`src/core/dis_pkg.sv`:
```
// shared constants and carrier types for the drive interface status block
package dis_pkg;
	// ------------------------------------------------------------
	// clock and timing
	// ------------------------------------------------------------
	localparam int CLK_MHZ          = 200;
	localparam int READY_HOLD_MIN_MS_X1000 = 125; // .125 s in microseconds/1000
	localparam int READY_HOLD_MAX_MS_X1000 = 150; // .150 s
	// ready hold picked midway in the window, in microseconds
	localparam int READY_HOLD_US    = (READY_HOLD_MIN_MS_X1000 + READY_HOLD_MAX_MS_X1000) * 500;
	localparam int READY_HOLD_CYC   = READY_HOLD_US * CLK_MHZ;
	localparam int ACK_STD_NS       = 1000;       // 1 microsecond low
	localparam int ACK_STD_CYC      = ACK_STD_NS * CLK_MHZ / 1000;
	localparam int COMPAT_PULSE_US  = 5;
	localparam int COMPAT_PULSE_CYC = COMPAT_PULSE_US * CLK_MHZ;
	localparam int COMPAT_DELAY_US  = 30;
	localparam int COMPAT_DELAY_CYC = COMPAT_DELAY_US * CLK_MHZ;
	localparam int INDEX_STD_US     = 40;
	localparam int INDEX_STD_CYC    = INDEX_STD_US * CLK_MHZ;
	localparam int INDEX_CMP_CYC    = COMPAT_PULSE_CYC;
	localparam int CNT_W            = 26;

	// ------------------------------------------------------------
	// carriers
	// ------------------------------------------------------------
	typedef struct packed {
		logic index_short;     // 5us index mark instead of 40us
		logic interlock_pulse; // interlock as delayed pulse
		logic ack_pulse;       // acknowledge as delayed pulse
	} dis_compat_t;

	typedef struct packed {
		logic dc_current;
		logic ac_current;
	} dis_wcur_t;

	typedef enum logic [1:0] {
		DIS_LOAD    = 2'b00,
		DIS_RUN     = 2'b01,
		DIS_LEAVING = 2'b11
	} dis_mode_t;
endpackage

```
`src/core/dis_top.sv`:
```
// drive interface status and handshake logic facing the controller
// ------------------------------------------------------------
// Overview of operation
// controller write pulses 100 to 150 ns
// ready stays low .125-.150 s after Load
// leaving-run flag rises at once on Load
// leaving-run flag rises on mains power loss
// controller may hold off on leaving-run flag
// address acknowledge pulse low for 1 us
// seek incomplete held until restore or reload
// write check fault on missing write current
// write protect pulse ignores unit select
// compat index, interlock, acknowledge pulse timings
// ------------------------------------------------------------
`timescale 1ns/10ps
`default_nettype none
module dis_top
	import dis_pkg::*;
#(
	parameter int READY_HOLD = dis_pkg::READY_HOLD_CYC
)
(
	input  wire logic                 CLOCK_IN,
	input  wire logic                 RST_IN,
	input  wire logic                 CE_IN,
	input  wire logic                 RUN_SWITCH_IN,
	input  wire logic                 MAINS_POWER_GOOD_IN,
	input  wire logic                 DRIVE_OK_IN,
	input  wire logic                 ADDR_ACCEPT_IN,
	input  wire logic                 STROBE_IN,
	input  wire logic                 RESTORE_IN,
	input  wire logic                 SEEK_FAIL_IN,
	input  wire logic                 WRITE_GATE_N_IN,
	input  wire dis_pkg::dis_wcur_t   WRITE_CURRENT_IN,
	input  wire logic                 WRITE_PROTECT_PULSE_IN,
	input  wire logic                 INDEX_MARK_IN,
	input  wire logic                 INTERLOCK_LEVEL_IN,
	input  wire dis_pkg::dis_compat_t COMPAT_IN,
	output logic                      FILE_READY_N_OUT,
	output logic                      LEAVING_RUN_OUT,
	output logic                      SEEK_TARGET_ACCEPT_SIGNAL_N_OUT,
	output logic                      ADDRESS_INTERLOCK_SIGNAL_OUT,
	output logic                      SEEK_INCOMPLETE_OUT,
	output logic                      WRITE_CHECK_OUT,
	output logic                      WRITE_PROTECT_OUT,
	output logic                      INDEX_OUT
);
	import dis_pkg::*;

	dis_mode_t  mode;
	dis_mode_t  next_mode;
	logic [CNT_W-1:0] hold_cnt;
	logic [CNT_W-1:0] next_hold_cnt;
	logic       next_ready_n;
	logic       next_leaving;
	logic       seek_inc;
	logic       next_seek_inc;
	logic       wprot;
	logic       run_q;
	logic       idx_q;
	logic [CNT_W-1:0] idx_cnt;
	logic [CNT_W-1:0] next_idx_cnt;
	logic       std_ack_trig;
	logic       cmp_trig;
	logic       ack_std;
	logic       ack_cmp;
	logic       lai_cmp;

	// ------------------------------------------------------------
	// run/load mode and ready timing
	// ------------------------------------------------------------
	// ready low is held through the leaving phase so transfers can finish
	always_comb
	begin
		next_mode     = mode;
		next_hold_cnt = hold_cnt;
		unique case (mode)
			DIS_LOAD:
				if (RUN_SWITCH_IN && MAINS_POWER_GOOD_IN)
					next_mode = DIS_RUN;
			DIS_RUN:
				if (!RUN_SWITCH_IN || !MAINS_POWER_GOOD_IN)
				begin
					next_mode     = DIS_LEAVING;
					next_hold_cnt = CNT_W'(READY_HOLD);
				end
			DIS_LEAVING:
				if (hold_cnt <= 1)
					next_mode = DIS_LOAD;
				else
					next_hold_cnt = hold_cnt - 1'b1;
		endcase
		// ready only in run, or while draining from run
		next_ready_n = !((next_mode != DIS_LOAD) && DRIVE_OK_IN);
		// immediate on mode change or power loss
		next_leaving = (next_mode != DIS_RUN) || !MAINS_POWER_GOOD_IN;
	end

	always_ff @(posedge CLOCK_IN)
	begin
		if (RST_IN)
		begin
			mode             <= DIS_LOAD;
			hold_cnt         <= '0;
			FILE_READY_N_OUT <= 1'b1;
			LEAVING_RUN_OUT  <= 1'b1;
		end
		else if (CE_IN)
		begin
			mode             <= next_mode;
			hold_cnt         <= next_hold_cnt;
			FILE_READY_N_OUT <= next_ready_n;
			LEAVING_RUN_OUT  <= next_leaving;
		end
	end

	// ------------------------------------------------------------
	// seek incomplete, write check, write protect
	// ------------------------------------------------------------
	// set wins over clear so a failure in the clearing cycle is kept
	always_comb
	begin
		next_seek_inc = seek_inc;
		if ((STROBE_IN && RESTORE_IN) || (mode == DIS_LOAD))
			next_seek_inc = 1'b0;
		if (SEEK_FAIL_IN)
			next_seek_inc = 1'b1;
	end

	always_ff @(posedge CLOCK_IN)
	begin
		if (RST_IN)
		begin
			seek_inc            <= 1'b0;
			SEEK_INCOMPLETE_OUT <= 1'b0;
			WRITE_CHECK_OUT     <= 1'b0;
			wprot               <= 1'b0;
			WRITE_PROTECT_OUT   <= 1'b0;
		end
		else if (CE_IN)
		begin
			seek_inc            <= next_seek_inc;
			SEEK_INCOMPLETE_OUT <= next_seek_inc;
			// either current missing while gate active
			WRITE_CHECK_OUT     <= !WRITE_GATE_N_IN &&
				(!WRITE_CURRENT_IN.dc_current || !WRITE_CURRENT_IN.ac_current);
			// no unit select term: every chained drive sees the pulse
			wprot               <= wprot || WRITE_PROTECT_PULSE_IN;
			WRITE_PROTECT_OUT   <= wprot || WRITE_PROTECT_PULSE_IN;
		end
	end

	// ------------------------------------------------------------
	// acknowledge and interlock pulses
	// ------------------------------------------------------------
	assign std_ack_trig = ADDR_ACCEPT_IN && !COMPAT_IN.ack_pulse;
	assign cmp_trig     = STROBE_IN && !run_q;

	dis_pulse u_ack_std
	(
		.clk_in    (CLOCK_IN),
		.rst_in    (RST_IN),
		.ce_in     (CE_IN),
		.trig_in   (std_ack_trig),
		.delay_in  ('0),
		.width_in  (CNT_W'(ACK_STD_CYC)),
		.pulse_out (ack_std)
	);

	dis_pulse u_ack_cmp
	(
		.clk_in    (CLOCK_IN),
		.rst_in    (RST_IN),
		.ce_in     (CE_IN),
		.trig_in   (cmp_trig && COMPAT_IN.ack_pulse),
		.delay_in  (CNT_W'(COMPAT_DELAY_CYC)),
		.width_in  (CNT_W'(COMPAT_PULSE_CYC)),
		.pulse_out (ack_cmp)
	);

	dis_pulse u_lai_cmp
	(
		.clk_in    (CLOCK_IN),
		.rst_in    (RST_IN),
		.ce_in     (CE_IN),
		.trig_in   (cmp_trig && COMPAT_IN.interlock_pulse),
		.delay_in  (CNT_W'(COMPAT_DELAY_CYC)),
		.width_in  (CNT_W'(COMPAT_PULSE_CYC)),
		.pulse_out (lai_cmp)
	);

	// index mark stretched to 40us or 5us from its rising edge
	always_comb
	begin
		next_idx_cnt = (idx_cnt != '0) ? idx_cnt - 1'b1 : '0;
		if (INDEX_MARK_IN && !idx_q)
			next_idx_cnt = COMPAT_IN.index_short ? CNT_W'(INDEX_CMP_CYC)
				: CNT_W'(INDEX_STD_CYC);
	end

	always_ff @(posedge CLOCK_IN)
	begin
		if (RST_IN)
		begin
			run_q                           <= 1'b0;
			idx_q                           <= 1'b0;
			idx_cnt                         <= '0;
			INDEX_OUT                       <= 1'b0;
			SEEK_TARGET_ACCEPT_SIGNAL_N_OUT <= 1'b1;
			ADDRESS_INTERLOCK_SIGNAL_OUT    <= 1'b0;
		end
		else if (CE_IN)
		begin
			run_q                           <= STROBE_IN;
			idx_q                           <= INDEX_MARK_IN;
			idx_cnt                         <= next_idx_cnt;
			INDEX_OUT                       <= next_idx_cnt != '0;
			SEEK_TARGET_ACCEPT_SIGNAL_N_OUT <= !(ack_std || ack_cmp);
			ADDRESS_INTERLOCK_SIGNAL_OUT    <= COMPAT_IN.interlock_pulse ? lai_cmp
				: INTERLOCK_LEVEL_IN;
		end
	end

	// ------------------------------------------------------------
	// assertions
	// ------------------------------------------------------------
	AST_LEAVE_IMMEDIATE: assert property (@(posedge CLOCK_IN) disable iff (RST_IN)
		(CE_IN && mode == DIS_RUN && !RUN_SWITCH_IN) |=> LEAVING_RUN_OUT)
		else $error("leaving run not raised at once");
	AST_POWER_LOSS: assert property (@(posedge CLOCK_IN) disable iff (RST_IN)
		(CE_IN && !MAINS_POWER_GOOD_IN) |=> LEAVING_RUN_OUT)
		else $error("leaving run not raised on power loss");
	AST_READY_HOLD: assert property (@(posedge CLOCK_IN) disable iff (RST_IN)
		(CE_IN && mode == DIS_RUN && next_mode == DIS_LEAVING && DRIVE_OK_IN)
		|=> (mode == DIS_LEAVING) && !FILE_READY_N_OUT)
		else $error("ready dropped at run to load");
	AST_SEEK_HOLD: assert property (@(posedge CLOCK_IN) disable iff (RST_IN)
		(CE_IN && seek_inc && !(STROBE_IN && RESTORE_IN) && mode != DIS_LOAD)
		|=> seek_inc)
		else $error("seek incomplete lost");
	AST_WCHECK: assert property (@(posedge CLOCK_IN) disable iff (RST_IN)
		(CE_IN && !WRITE_GATE_N_IN && !WRITE_CURRENT_IN.ac_current) |=> WRITE_CHECK_OUT)
		else $error("write check missed");
	AST_WPROT: assert property (@(posedge CLOCK_IN) disable iff (RST_IN)
		(CE_IN && WRITE_PROTECT_PULSE_IN) |=> WRITE_PROTECT_OUT)
		else $error("write protect pulse ignored");
	AST_ACK_WIDTH: assert property (@(posedge CLOCK_IN) disable iff (RST_IN || !CE_IN)
		$rose(ack_std) |-> ack_std [*8])
		else $error("acknowledge pulse too short");
	AST_CMP_DELAY: assert property (@(posedge CLOCK_IN) disable iff (RST_IN || !CE_IN)
		(cmp_trig && COMPAT_IN.ack_pulse) |=> !ack_cmp [*8])
		else $error("compat acknowledge too early");
endmodule
`default_nettype wire

```
`src/core/dis_pulse.sv`:
```
// delayed pulse generator: waits a delay after a trigger then emits a pulse
`timescale 1ns/10ps
`default_nettype none
module dis_pulse
	import dis_pkg::*;
#(
	parameter int CNT_WIDTH = dis_pkg::CNT_W
)
(
	input  wire logic                 clk_in,
	input  wire logic                 rst_in,
	input  wire logic                 ce_in,
	input  wire logic                 trig_in,
	input  wire logic [CNT_WIDTH-1:0] delay_in,
	input  wire logic [CNT_WIDTH-1:0] width_in,
	output var  logic                 pulse_out
);
	logic [CNT_WIDTH-1:0] cnt;
	logic                 waiting;
	logic [CNT_WIDTH-1:0] next_cnt;
	logic                 next_waiting;
	logic                 next_pulse;

	// ------------------------------------------------------------
	// delay then width; a new trigger restarts the sequence
	// ------------------------------------------------------------
	always_comb
	begin
		next_cnt     = cnt;
		next_waiting = waiting;
		next_pulse   = pulse_out;
		if (trig_in)
		begin
			if (delay_in == '0)
			begin
				next_waiting = 1'b0;
				next_pulse   = 1'b1;
				next_cnt     = width_in;
			end
			else
			begin
				next_waiting = 1'b1;
				next_pulse   = 1'b0;
				next_cnt     = delay_in;
			end
		end
		else if (cnt > 1)
			next_cnt = cnt - 1'b1;
		else if (waiting)
		begin
			next_waiting = 1'b0;
			next_pulse   = 1'b1;
			next_cnt     = width_in;
		end
		else
		begin
			next_pulse = 1'b0;
			next_cnt   = '0;
		end
	end

	// registers only
	always_ff @(posedge clk_in)
	begin
		if (rst_in)
		begin
			cnt       <= '0;
			waiting   <= 1'b0;
			pulse_out <= 1'b0;
		end
		else if (ce_in)
		begin
			cnt       <= next_cnt;
			waiting   <= next_waiting;
			pulse_out <= next_pulse;
		end
	end
endmodule
`default_nettype wire

```
`config.mk`:
```
export PLATFORM = sky130hd
export DESIGN_NAME = dis_top
export DESIGN_NICKNAME = d
export VERILOG_FILES = /design/src/core/dis_pkg.sv /design/src/core/dis_top.sv /design/src/core/dis_pulse.sv
export SDC_FILE = /design/constraint.sdc
export NUM_CORES = 1
export LEC_CHECK = 0
export BUFFER_PORTS_ARGS = -buffer_cell sky130_fd_sc_hd__buf_2
export CAP_MARGIN = 20
export CORE_MARGIN = 4
export CORE_UTILIZATION = 50
export DETAILED_ROUTE_END_ITERATION = 7
export PLACE_DENSITY_LB_ADDON = 0.1
export SLEW_MARGIN = 15
export SYNTH_ARGS = -nofsm -noshare
export SYNTH_HDL_FRONTEND = slang
export SYNTH_SLANG_ARGS = --single-unit
```
`constraint.sdc`:
```
create_clock -name CLOCK_IN -period 2.6 [get_ports CLOCK_IN]
set_input_delay 0.13 -clock CLOCK_IN [delete_from_list [all_inputs] [get_ports CLOCK_IN]]
set_output_delay 0.13 -clock CLOCK_IN [all_outputs]
set_load 0.05 [all_outputs]
```
==> out/results.txt <==
first-pass GRT wire length: 29330 um
share of layout cells above drive strength 1: 13.56%
CTS H-tree depth: 4
max-cap viol count: 0
WP data arrival: 2.76 ns
Internal Power: 5515 uW
Max-Slew Margin vs Limit: 58.10%
Clock Pin Slew Worst Setup and Hold Paths: 0.06 ns
footprint of the multi-input gates: 4407 sq um
Post-DRT Antenna Nets: 0
placed cell areas: 8095 sq um
nets: 1018
FFs w/ async S/R, synth: 0%
First DRT Iteration DRCs: 495
most frequent cell after synthesis: nor2_1
period utilization: 95.41%
hold path depth: 4
Total Wirelength: 17230 um
Core Rows: 44
gp weighted congestion: 0.8311
final hold violation count: 0
TritonRoute pass-1 iters: 6
DR WL/cell: 14.52 um
FF-to-FF path depth: 7
PwrDens: 986.1 nW/um^2
Die ar.: 17310 sq um
starting density of the core: 51.75%
synth unique cells: 69
gr usage total: 19.92%
Reg power frac: 35.3%
CP Capture Type: flop
Power Total: 8611 uW
Die W: 131.6 um
Slew Limit Fails: 0
Post-synth EDFFs: 0
detailed placer's ending HPWL: 11570 um
syn_area_per_cell: 8.003 sq um
syn nets: 982
warnings from Yosys: 0
static leakage: 0.003325 uW
Max VDD drop: 0.5407 mV
vias in the first global route: 6169
pre-CTS setup slack: 0.09196 ns
synthesized area: 7635 sq um
Net Switching: 3096 uW
register bit total from synthesis: 147
Layout area overhead: 14.37%
CP Class: flop to flop
count of final setup violators: 0
IO buf count: 26
Tmin final: 2.481 ns
Longest Clk Path Bufs: 2
Overflow after GRT: 0
Worst-Skew Late Latency: 0.43 ns
Net Sw Frac: 35.96%
Synth top area share: 38.54%
via count: 6824
DRC viols: 0
most instantiated cells after synthesis: nor2_1, dfxtp_1, a21oi_1
clock sinks: 147
Root Buffer: clkbuf_16
CTS tree: built
skew final: 0.01157 ns
Core Area: 14750 sq um
cells after synthesis: 954
worst hold margin: 0.03399 ns
antenna violations before repair: 1
HP Class: input pin to flop
worst-path maximum fanout: 9
drt via density: 5.749
status: finished, final reports clean
Startpoint Class: flop
clock share of power: 28.2%
Slew @ Worst Pin: 0.6286 ns
Top FF cell, synth: dfxtp_1
Synth area leaders: dfxtp_1, nor2_1, xnor2_1
post-synthesis sequential area ratio: 38.54%
Comb pwr share: 36.5%
cell area after layout: 8732 sq um
Inserted Clock Buffers: 17
Final WS setup: 0.1192 ns
Die Y-Extent: 131.6 um
sequential cell area: 2943 sq um
CP required: 2.88 ns
diode count: 0
largest net degree at the start of global routing: 70
max frequency: 403.1 MHz
io pins: 27
largest area contributor in the netlist: dfxtp_1
Filler cells: 1377
[per-stage QoR]
step	setup TNS, ns	cells	util (%)
final	0	1187	59.18
after global placement	0	1151	54.87
after CTS	0	1186	59.06
after floorplan	0	954	-
after global routing	-0.001313	1187	59.18
after detailed placement	0	1151	54.87
[registers in the layout (all words and copies together) (netlist names)]
signal and cells:
ADDRESS_INTERLOCK_SIGNAL_OUT 1, FILE_READY_N_OUT 1, INDEX_OUT 1, LEAVING_RUN_OUT 1, SEEK_TARGET_ACCEPT_SIGNAL_N_OUT 1, WRITE_CHECK_OUT 1
hold_cnt 26, idx_cnt 26, idx_q 1, mode 2, run_q 1, seek_inc 1
u_ack_cmp.cnt 26, u_ack_cmp.pulse_out 1, u_ack_cmp.waiting 1, u_ack_std.cnt 26, u_ack_std.pulse_out 1, u_lai_cmp.cnt 26
u_lai_cmp.pulse_out 1, u_lai_cmp.waiting 1, wprot 1
[final timing paths]
| kind | start | to | slack [ns] |
|---|---|---|---|
| min reg2reg | u_ack_std.pulse_out | SEEK_TARGET_ACCEPT_SIGNAL_N_OUT | 0.42 |
| min | WRITE_GATE_N_IN | WRITE_CHECK_OUT | 0.03 |
| max | u_ack_cmp.cnt[18] | u_ack_cmp.cnt[5] | 0.12 |
| max reg2reg | u_ack_cmp.cnt[18] | u_ack_cmp.cnt[5] | 0.12 |
[worst max-delay path: stages, from the launching register on]
cell and delay, ns:
dfxtp_1 0.35, or4_4 0.56, or4_4 0.45, nor4_4 0.39, buf_4 0.23, nand2b_1 0.11
a21oi_1 0.18, a211oi_2 0.06
[layer usage]
metal | wire, um | share of wire [%] | global-route usage (%) | vias up
met5 | 13 | 0.075 | 0 | -
met4 | 271 | 1.6 | 6.184 | 2
met3 | 684 | 4.0 | 4.817 | 24
met2 | 7645 | 44 | 30.26 | 144
met1 | 8616 | 50 | 28.05 | 3186
li1 | - | - | - | 3468
[layout make-up]
class	instances	share of cell area, %
clock buffer	20	5.230
clock inverter	12	1.505
inverter	19	0.8167
multi-input combinational	734	50.47
sequential	147	33.70
tap	184	2.636
timing repair buffer	71	5.646
[layout by cell type (no fill, tap or decap), types with 5 or more instances in the layout]
| master | instances |
|---|---|
| a22oi_1 | 9 |
| ha_1 | 9 |
| nand3b_1 | 11 |
| buf_4 | 43 |
| or2_2 | 7 |
| and2_1 | 5 |
| or3_1 | 12 |
| a21oi_1 | 68 |
| inv_1 | 19 |
| nor2_1 | 168 |
| xor2_1 | 39 |
| dfxtp_1 | 147 |
| nand2_1 | 66 |
| xnor2_1 | 41 |
| or4_1 | 20 |
| o31ai_1 | 6 |
| a31oi_1 | 9 |
| nand4_1 | 10 |
| nor3_1 | 60 |
| clkbuf_16 | 17 |
| nand2b_1 | 7 |
| nor4_1 | 34 |
| o21ai_0 | 34 |
| mux2i_1 | 6 |
| nand3_1 | 21 |
| buf_2 | 24 |
[logic make-up (layout without fill, tap and decap cells)]
family / after synthesis / count (layout) / synth area share [%]
buf+inv: 73 / 122 / 3.884
mux: 7 / 7 / 0.9341
fa+ha+maj: 9 / 9 / 1.475
flops: 147 / 147 / 38.54
compound gates: 171 / 171 / 14.18
xor+xnor: 80 / 80 / 9.177
simple gates: 467 / 467 / 31.81
[repair_timing]
item / 4_1_cts / 5_1_grt
gates resized for setup: 0 / 4
endpoints found under the hold margin: 3 / 0
buffers inserted: 0 / 1
setup endpoints to repair: 0 / 11
hold buffers: 3 / 0
[power groups by stage]
stage	clock, uW	combinational, uW	sequential [uW]
after floorplan	0	2410	3020
after global placement	0	3080	3070
after detailed placement	0	3090	3080
after CTS	2470	3130	3030
after global routing	2570	3530	3110
final	2420	3150	3040
(Power assumes the default switching activity.)
